[src/inc/lstm_pkg.sv]
/*
  Constants and types for the line sensor trigger and mode controller.
  Assumes a 125 MHz core clock and a simple address/strobe register port.
*/
package lstm_pkg;
  // Clock and timing.
  localparam int CLK_NS = 8;
  localparam int US_NS = 1000;
  localparam int US_CYC = (US_NS + CLK_NS - 1) / CLK_NS;
  localparam int STRETCH_NS = 50;
  localparam int STRETCH_CYC = (STRETCH_NS + CLK_NS - 1) / CLK_NS;
  localparam int TOUT_NS = 500;
  localparam int TOUT_CYC = (TOUT_NS + CLK_NS - 1) / CLK_NS;
  localparam int READOUT_US = 3710;
  localparam int SINGLE_MAX_US = 500;
  localparam int OFFS_MAX_US = 1849;
  // Register offsets.
  localparam logic [7:0] ADDR_CTRL = 8'h00;
  localparam logic [7:0] ADDR_CMD = 8'h04;
  localparam logic [7:0] ADDR_INTEG = 8'h08;
  localparam logic [7:0] ADDR_OFFS = 8'h0c;
  localparam logic [7:0] ADDR_STAT = 8'h10;
  // Field positions.
  localparam int CMD_START_BIT = 0;
  localparam int CMD_STOP_BIT = 1;
  localparam int CMD_CLR_BIT = 2;
  localparam int STAT_CAP_BIT = 0;
  localparam int STAT_SHUT_BIT = 1;
  localparam int STAT_REF_BIT = 2;
  localparam int STAT_TRIG_BIT = 3;
  localparam int STAT_INTEG_BIT = 4;
  localparam int STAT_RUN_BIT = 5;
  localparam int OFFS_W = 11;
  // Reset values.
  localparam logic [4:0] CTRL_RST = 5'h00;
  localparam logic [31:0] INTEG_RST = 32'h0000000a;
  localparam logic [OFFS_W-1:0] OFFS_RST = 11'h000;

  typedef enum logic [2:0] {
    MODE_SW_START = 3'b000,
    MODE_HW_START = 3'b001,
    MODE_HW_ENABLE = 3'b010,
    MODE_SINGLE = 3'b011,
    MODE_EXT_SYNC = 3'b100
  } lstm_mode_t;

  typedef struct packed {
    logic dark_en;
    logic stream;
    lstm_mode_t mode;
  } lstm_ctrl_t;

  typedef struct packed {
    logic trig_out;
    logic integrating;
    logic sensor_clear;
    logic shutter;
    logic frame_done;
  } lstm_sens_t;
endpackage

[src/logic/lstm_core.sv]
/*
  Trigger conditioning, frame timing and mode control for a line sensor.
  Assumes software drives the register port on clk and that trig_in is an
  asynchronous pin; frame storage and the host link sit elsewhere.
*/
// Our own choices: the plain strobed port and the address map.
// What this block does
// - Mode software-start runs frames from internal timing and captures after a start command.
// - Mode hardware-start runs frames from internal timing and captures after a trigger edge.
// - Mode hardware-enable runs frames from internal timing and captures while trigger is high.
// - Mode single keeps the sensor clear and takes one frame per trigger, only up to 500 us.
// - Mode external-sync times frames from trigger edges and captures after a start command.
// - Every mode works the same whether frames are stored onboard or streamed.
// - Trigger input acts on rising edges, or on its stretched level in hardware-enable, read per mode as start, enable, shot or sync.
// - Each trigger input pulse is lengthened by about 50 ns.
// - Outside external sync the trigger output rises when integration begins.
// - In external sync the trigger output rises when integration ends.
// - Each trigger output pulse is high for 500 ns.
// - In shutter mode, except single and external sync, the trigger output leads integration by a 0 to 1849 us offset, capped at the frame start.
// - Every setting is written at runtime and takes effect without a restart, except the mode, whose change restarts the frame timing.
// - Dark-level correction can be switched on at any moment.
// - Shutter mode is chosen when integration time is below 3710 us.
module lstm_core
  import lstm_pkg::*;
#(
  parameter int INT_W = 26
)
(
  // Clock, reset, enable.
  input wire logic clk,
  input wire logic rst_n,
  input wire logic ce,
  // Register port.
  input wire logic [7:0] addr,
  input wire logic [31:0] wdata,
  input wire logic wr_stb,
  input wire logic rd_stb,
  output logic [31:0] rdata,
  // Trigger pins.
  input wire logic trig_in,
  output logic trig_out,
  // Sensor and acquisition side.
  output logic integrating,
  output logic sensor_clear,
  output logic shutter_mode,
  output logic frame_done,
  output logic capturing,
  output logic stream_mode,
  output logic dark_en
);
  if (INT_W < 12 || INT_W > 31)
  begin : g_chk
    $error("INT_W must lie between 12 and 31");
  end
  function automatic logic [INT_W-1:0] sat_sub(input logic [INT_W-1:0] a,
                                               input logic [INT_W-1:0] b);
    sat_sub = (a > b) ? a - b : '0;
  endfunction
  localparam logic [INT_W-1:0] READOUT_W = INT_W'(READOUT_US);
  localparam logic [INT_W-1:0] SINGLE_W = INT_W'(SINGLE_MAX_US);
  localparam logic [6:0] US_LAST = 7'(US_CYC - 1);
  localparam logic [3:0] STRETCH_W = 4'(STRETCH_CYC);
  localparam logic [6:0] TOUT_W = 7'(TOUT_CYC);
  // Register group.
  lstm_ctrl_t ctrl_q, ctrl_d;
  logic [INT_W-1:0] integ_q, integ_d;
  logic [OFFS_W-1:0] offs_q, offs_d;
  logic refused_q, refused_d;
  logic [31:0] rdata_q, rdata_d;
  // Trigger input group.
  logic [2:0] sync_q, sync_d;
  logic lvl_q, lvl_d;
  logic [3:0] str_cnt_q, str_cnt_d;
  logic str_q, str_d;
  // Frame group.
  logic [6:0] pre_q, pre_d;
  logic run_q, run_d;
  logic [INT_W-1:0] fcnt_q, fcnt_d;
  logic cap_q, cap_d;
  logic integ_on_q, integ_on_d;
  logic done_q, done_d;
  logic [6:0] tout_cnt_q, tout_cnt_d;
  logic tout_q, tout_d;
  logic wr_ctrl, wr_cmd, mode_chg, cmd_start, cmd_stop;
  logic str_lvl, trig_edge, tick, shut;
  logic [INT_W-1:0] flen, istart, tstart;
  logic at_istart, at_end, fire;
  lstm_ctrl_t ctrl_new;
  assign ctrl_new = lstm_ctrl_t'(wdata[4:0]);
  assign wr_ctrl = wr_stb && addr == ADDR_CTRL;
  assign wr_cmd = wr_stb && addr == ADDR_CMD;
  assign mode_chg = wr_ctrl && ctrl_new.mode != ctrl_q.mode;
  assign cmd_start = wr_cmd && wdata[CMD_START_BIT];
  assign cmd_stop = wr_cmd && wdata[CMD_STOP_BIT];
  // Register file: writes take effect on the next cycle; only a mode change restarts frame timing.
  always_comb
  begin
    ctrl_d = ctrl_q;
    integ_d = integ_q;
    offs_d = offs_q;
    refused_d = refused_q;
    rdata_d = '0;
    if (wr_ctrl)
    begin
      ctrl_d = ctrl_new;
    end
    if (wr_stb && addr == ADDR_INTEG)
    begin
      integ_d = wdata[INT_W-1:0];
    end
    if (wr_stb && addr == ADDR_OFFS)
    begin
      offs_d = (wdata > 32'(OFFS_MAX_US)) ? OFFS_W'(OFFS_MAX_US) : wdata[OFFS_W-1:0];
    end
    if (wr_cmd && wdata[CMD_CLR_BIT])
    begin
      refused_d = 1'b0;
    end
    // A refused shot in the same cycle as a clear keeps the flag set.
    if (ctrl_q.mode == MODE_SINGLE && trig_edge && !run_q && integ_q > SINGLE_W)
    begin
      refused_d = 1'b1;
    end
    if (rd_stb)
    begin
      if (addr == ADDR_CTRL)
      begin
        rdata_d = {27'h0000000, ctrl_q};
      end
      else if (addr == ADDR_INTEG)
      begin
        rdata_d = 32'(integ_q);
      end
      else if (addr == ADDR_OFFS)
      begin
        rdata_d = 32'(offs_q);
      end
      else if (addr == ADDR_STAT)
      begin
        rdata_d[STAT_CAP_BIT] = cap_q;
        rdata_d[STAT_SHUT_BIT] = shut;
        rdata_d[STAT_REF_BIT] = refused_q;
        rdata_d[STAT_TRIG_BIT] = lvl_q;
        rdata_d[STAT_INTEG_BIT] = integ_on_q;
        rdata_d[STAT_RUN_BIT] = run_q;
      end
    end
  end

  always_ff @(posedge clk or negedge rst_n)
  begin
    if (!rst_n)
    begin
      ctrl_q <= lstm_ctrl_t'(CTRL_RST);
      integ_q <= INTEG_RST[INT_W-1:0];
      offs_q <= OFFS_RST;
      refused_q <= 1'b0;
      rdata_q <= '0;
    end
    else if (ce)
    begin
      ctrl_q <= ctrl_d;
      integ_q <= integ_d;
      offs_q <= offs_d;
      refused_q <= refused_d;
      rdata_q <= rdata_d;
    end
  end

  // Trigger input: three-flop synchroniser, agreement filter, then stretch.
  assign str_lvl = lvl_q || str_cnt_q != 4'h0;
  assign trig_edge = str_lvl && !str_q;

  always_comb
  begin
    sync_d = {sync_q[1:0], trig_in};
    lvl_d = (sync_q[1] == sync_q[2]) ? sync_q[2] : lvl_q;
    str_cnt_d = str_cnt_q;
    if (lvl_d && !lvl_q)
    begin
      str_cnt_d = STRETCH_W;
    end
    else if (str_cnt_q != 4'h0 && !lvl_q)
    begin
      str_cnt_d = str_cnt_q - 4'h1;
    end
    str_d = str_lvl;
  end

  always_ff @(posedge clk or negedge rst_n)
  begin
    if (!rst_n)
    begin
      sync_q <= 3'h0;
      lvl_q <= 1'b0;
      str_cnt_q <= 4'h0;
      str_q <= 1'b0;
    end
    else if (ce)
    begin
      sync_q <= sync_d;
      lvl_q <= lvl_d;
      str_cnt_q <= str_cnt_d;
      str_q <= str_d;
    end
  end

  // Frame geometry, all in microseconds.
  assign shut = integ_q < READOUT_W;
  assign tick = pre_q == US_LAST;
  assign flen = (shut && ctrl_q.mode != MODE_SINGLE) ? READOUT_W : integ_q;
  assign istart = sat_sub(flen, integ_q);
  assign tstart = shut ? sat_sub(istart, INT_W'(offs_q)) : istart;
  assign at_istart = run_q && tick && fcnt_q == istart;
  assign at_end = run_q && tick && fcnt_q == flen - INT_W'(1);
  assign fire = (ctrl_q.mode == MODE_EXT_SYNC) ? at_end
              : run_q && tick && fcnt_q == tstart;

  always_comb
  begin
    pre_d = tick ? 7'h00 : pre_q + 7'h01;
    run_d = run_q;
    fcnt_d = fcnt_q;
    cap_d = cap_q;
    integ_on_d = integ_on_q;
    done_d = at_end && cap_q;
    tout_cnt_d = (tout_cnt_q != 7'h00) ? tout_cnt_q - 7'h01 : 7'h00;
    if (fire)
    begin
      tout_cnt_d = TOUT_W;
    end
    tout_d = tout_cnt_d != 7'h00;
    if (at_istart)
    begin
      integ_on_d = 1'b1;
    end
    if (tick && run_q)
    begin
      fcnt_d = fcnt_q + INT_W'(1);
    end
    if (at_end)
    begin
      integ_on_d = 1'b0;
      fcnt_d = '0;
      if (ctrl_q.mode == MODE_SINGLE || ctrl_q.mode == MODE_EXT_SYNC)
      begin
        run_d = 1'b0;
      end
    end
    case (ctrl_q.mode)
      MODE_SW_START:
      begin
        run_d = 1'b1;
        cap_d = cmd_start || (cap_q && !cmd_stop);
      end
      MODE_HW_START:
      begin
        run_d = 1'b1;
        cap_d = trig_edge || (cap_q && !cmd_stop);
      end
      MODE_HW_ENABLE:
      begin
        run_d = 1'b1;
        cap_d = str_lvl;
      end
      MODE_SINGLE:
      begin
        if (trig_edge && !run_q && integ_q <= SINGLE_W)
        begin
          run_d = 1'b1;
          fcnt_d = '0;
          pre_d = 7'h00;
        end
        cap_d = run_d;
      end
      MODE_EXT_SYNC:
      begin
        if (trig_edge)
        begin
          run_d = 1'b1;
          fcnt_d = '0;
          pre_d = 7'h00;
          integ_on_d = 1'b0;
        end
        cap_d = cmd_start || (cap_q && !cmd_stop);
      end
      default:
      begin
        run_d = 1'b0;
        cap_d = 1'b0;
      end
    endcase
    // A new mode restarts the frame timing at once.
    if (mode_chg)
    begin
      run_d = 1'b0;
      fcnt_d = '0;
      cap_d = 1'b0;
      integ_on_d = 1'b0;
    end
  end

  always_ff @(posedge clk or negedge rst_n)
  begin
    if (!rst_n)
    begin
      pre_q <= 7'h00;
      run_q <= 1'b0;
      fcnt_q <= '0;
      cap_q <= 1'b0;
      integ_on_q <= 1'b0;
      done_q <= 1'b0;
      tout_cnt_q <= 7'h00;
      tout_q <= 1'b0;
    end
    else if (ce)
    begin
      pre_q <= pre_d;
      run_q <= run_d;
      fcnt_q <= fcnt_d;
      cap_q <= cap_d;
      integ_on_q <= integ_on_d;
      done_q <= done_d;
      tout_cnt_q <= tout_cnt_d;
      tout_q <= tout_d;
    end
  end

  assign rdata = rdata_q;
  assign trig_out = tout_q;
  assign integrating = integ_on_q;
  assign sensor_clear = ctrl_q.mode == MODE_SINGLE && !run_q;
  assign shutter_mode = shut;
  assign frame_done = done_q;
  assign capturing = cap_q;
  assign stream_mode = ctrl_q.stream;
  assign dark_en = ctrl_q.dark_en;

endmodule // lstm_core

[config.mk]
export PLATFORM = sky130hd
export DESIGN_NAME = lstm_core
export DESIGN_NICKNAME = d
export VERILOG_FILES = /design/src/inc/lstm_pkg.sv /design/src/logic/lstm_core.sv
export SDC_FILE = /design/constraint.sdc
export NUM_CORES = 1
export LEC_CHECK = 0
export BUFFER_PORTS_ARGS = -buffer_cell sky130_fd_sc_hd__buf_2
export CORE_UTILIZATION = 61
export CTS_BUF_LIST = sky130_fd_sc_hd__clkbuf_8 sky130_fd_sc_hd__clkbuf_16
export CTS_CLUSTER_DIAMETER = 40
export CTS_CLUSTER_SIZE = 10
export DETAILED_ROUTE_END_ITERATION = 8
export GPL_TIMING_DRIVEN = 0
export PLACE_DENSITY = 0.8
export SETUP_SLACK_MARGIN = 0.02
export SLEW_MARGIN = 20
export SYNTH_ARGS = -nofsm -noshare
export SYNTH_HDL_FRONTEND = slang
export SYNTH_SLANG_ARGS = --single-unit
[constraint.sdc]
create_clock -name clk -period 7.1 [get_ports clk]
set_clock_uncertainty 0.2 [all_clocks]
set_input_delay 1.42 -clock clk [delete_from_list [all_inputs] [get_ports clk]]
set_output_delay 1.42 -clock clk [all_outputs]
set_load 0.005 [all_outputs]
==> results.json <==
{
  "clockBufferDepth": 2,
  "ys_seq_elements": 123,
  "ys_warn_count": 0,
  "core_um2": 14600,
  "violations": "design-rule violations",
  "synth_top_cell_area_share_pct": 32.8,
  "leakage_nw": 4.63,
  "post-dp-hpwl_mm": 21.5,
  "synth_cell_types": 98,
  "drive_above_1_share_pct": 19.1,
  "drc": 2,
  "via_count": 9458,
  "tns_ns": 0,
  "final_nets": 1263,
  "synth-edff-count": 0,
  "async_flop_share_pct": 100,
  "die_x_um": 125,
  "grt_pass1_vias": 8593,
  "synth.area.mux_share_pct": 5.71,
  "synth.yosys.seq_area_share_pct": 33.4,
  "ant_nets": 0,
  "synth_xor_area_share_pct": 6.52,
  "yosys-top-cells-count": "dfrtp_1, nand2_1, nor2_1",
  "cts_tree": "yes",
  "drv_cap": 0,
  "die_y_um": 125,
  "die_area_um2": 15600,
  "place_ws_ns": -0.671,
  "worstSetupPathType": "flip-flop to flip-flop",
  "antenna_found_initial": 0,
  "synth-main-ff-cell": "dfrtp_1",
  "htree_levels": 4,
  "worstSkewPairLatency_ns": 0.43,
  "start_util_pct": 62.9,
  "clkSinkCount": 123,
  "setup_ws_ns": 0.227,
  "grt_max_degree": 72,
  "vias_per_cell": 6.75,
  "reg2reg_slack_ns": 0.23,
  "cp-end-kind": "flip-flop",
  "synthCells": 1094,
  "hold_path.class": "flip-flop to flip-flop",
  "p_per_area_nw_per_um2": 229,
  "regArea_um2": 3080,
  "grt-ovfl-total": 0,
  "status": "finished with violations",
  "num_rows": 44,
  "synth.most_common_cell": "dfrtp_1",
  "max_clock_freq_ghz": 0.145,
  "critical_path_arrival_ns": 7.03,
  "drt_first_pass_iters": 8,
  "setup_viol": 0,
  "synth-simple-area-share_pct": 22.9,
  "routedWlPerCell_um": 20.9,
  "cts_made_buffers": 17,
  "slew_violations": 0,
  "synth_area_um2": 9220,
  "design_power_total_mw": 2.42,
  "synth_top_area_cell": "dfrtp_1",
  "vdd_drop_max_v": 0.000211,
  "cts.reportedPaths.clkPinSlew_ns": 0.07,
  "hold_viol": 0,
  "root_buffer": "clkbuf_16",
  "fin_crit_ns": 6.87,
  "wirelength_mm": 29.3,
  "multiInputGateArea_um2": 5720,
  "cp-start-kind": "flip-flop",
  "gp_congestion": 0.966,
  "syn_area_per_cell_um2": 8.43,
  "io_buffer_count": 77,
  "ios": 86,
  "synthTopCellsByArea": "dfrtp_1, xnor2_1, mux2_2, nand2_1, o21ai_0",
  "fillers": 1129,
  "area.growth.synth_to_final_pct": 14.9,
  "num_antenna_cells": 0,
  "synthAdderAreaFrac_pct": 2.32,
  "synth_compound_area_share_pct": 23.7,
  "detail_route.iter0.violations": 983,
  "crit_fanout": 19,
  "synth_top_family_by_area": "compound AO/OA/AOI/OAI gates",
  "track_usage_pct": 37.7,
  "relSlewSlack_pct": 24.5,
  "whs_ns": 0.284,
  "fin_crit_sh_pct": 96.8,
  "cp.required_ns": 7.26,
  "grt_pass1_wl_mm": 45.8,
  "worst_pin_slew_ns": 1.12
}
[what timing repair did]
action                                  in CTS  in global routing
endpoints found under the setup margin       8                  8
hold buffers                                 0                  0
setup buffers                                2                  7
pin swaps                                    2                  7
resized for setup                            3                 17
[final timing paths]
path,depth (start not counted),from,endpoint
setup / recovery,26,integ_q[15]$_DFFE_PN0P_,tout_cnt_q[0]$_DFFE_PN0P_
hold / removal,1,rdata[10]$_DFFE_PN0P_,rdata[10]$_DFFE_PN0P_
setup reg to reg,26,integ_q[15]$_DFFE_PN0P_,tout_cnt_q[0]$_DFFE_PN0P_
hold reg to reg,1,rdata[10]$_DFFE_PN0P_,rdata[10]$_DFFE_PN0P_
max in group asynchronous,2,rst_n,integ_q[23]$_DFFE_PN0P_
min in group asynchronous,1,rst_n,rdata[7]$_DFFE_PN0P_
[critical path: stages, from the launching register on]
cell and delay, ns:
dfrtp_1 0.47, nor4_2 0.36, nand4_1 0.29, a211oi_2 0.39, buf_6 0.19, buf_6 0.18
nand2_1 0.14, ha_2 0.26, inv_1 0.12, a21oi_1 0.10, nor2_2 0.26, nand3_1 0.12
ha_2 0.25, inv_1 0.10, ha_2 0.23, nor2_1 0.07, o21ai_0 0.10, a31oi_1 0.09
maj3_2 0.37, o31a_1 0.30, a211oi_4 0.38, nand2_4 0.15, or4b_1 0.55, o21ai_2 0.08
nand4_1 0.27, o41a_4 0.58, a31oi_2 0.18
[power breakdown]
part | internal, mW | switching (mW)
registers | 0.748 | 0.0555
clock network | 0.487 | 0.358
logic | 0.301 | 0.474
total | 1.54 | 0.888
[sequential cells by signal (all words and copies together), names as in the netlist]
name,flops
offs_q,11
sync_q,3
rdata,26
tout_cnt_q,7
fcnt_q,26
trig_out,1
capturing,1
str_q,1
ctrl_q,3
run_q,1
dark_en,1
frame_done,1
stream_mode,1
integrating,1
pre_q,7
lvl_q,1
integ_q,26
str_cnt_q,4
refused_q,1
[placed cells by master (no fill, tap or decap), types with 5 or more instances in the layout]
cell type	Yosys	final
dfrtp_1	121	120
nand2_1	95	95
buf_2	16	90
nor2_1	90	88
o21ai_0	68	68
a21oi_1	59	59
xnor2_1	47	47
nand3_1	44	44
clkbuf_1	45	44
nor3_1	45	44
inv_1	40	41
mux2_2	36	36
and3_1	25	25
a22o_1	23	23
xor2_1	19	19
a31oi_1	19	19
buf_4	9	18
nor4_1	20	18
clkbuf_16	0	17
or3_1	15	15
o21ai_1	14	13
o2bb2ai_1	13	13
nand4_1	11	11
mux2i_1	11	11
o21a_1	11	11
ha_1	13	9
o2111ai_1	8	8
o211ai_1	8	8
o31ai_1	8	8
and2_1	7	7
or4_1	6	6
nand2b_1	6	6
nor2b_1	6	6
nand3b_1	6	6
conb_1	1	6
or2_2	5	5
a21o_1	5	5
nor4b_1	5	5
clkinvlp_4	0	5
inv_6	0	5
[per-layer routing]
metal / track usage (%) / up-vias / wire (µm)
met1: 51.8 / 4588 / 12300
li1: - / 4266 / -
met5: 0 / - / 0
met4: 16.9 / 0 / 986
met3: 7.26 / 84 / 2800
met2: 58.0 / 520 / 13200
[cell families (layout without fill, tap and decap cells)]
group,after synthesis,after routing
and+or+nand+nor,409,409
AOI/OAI and AO/OA,310,310
DFF,123,123
buffers and inverters,118,236
xor gates and xnor gates,67,67
muxes,48,48
adders and majority gates,18,18
other,1,6
[layout make-up]
type	instances	area share [%]
plain buffers	74	3.26
repair buffers	87	4.59
well taps	184	2.17
multi-input cells	858	54.0
clock inverters	15	1.32
clock buffers	17	4.02
flip-flops and latches	123	29.1
inverters	43	1.52
[through the flow]
stage | instance area [µm²] | std cells | utilization (%)
2_1_floorplan | 9240 | 1099 | -
3_3_place_gp | 9850 | 1360 | 67.3
3_5_place_dp | 9900 | 1361 | 67.6
4_1_cts | 10500 | 1394 | 71.6
5_1_grt | 10600 | 1401 | 72.3
6_report | 10600 | 1401 | 72.3
(Power assumes the default switching activity.)
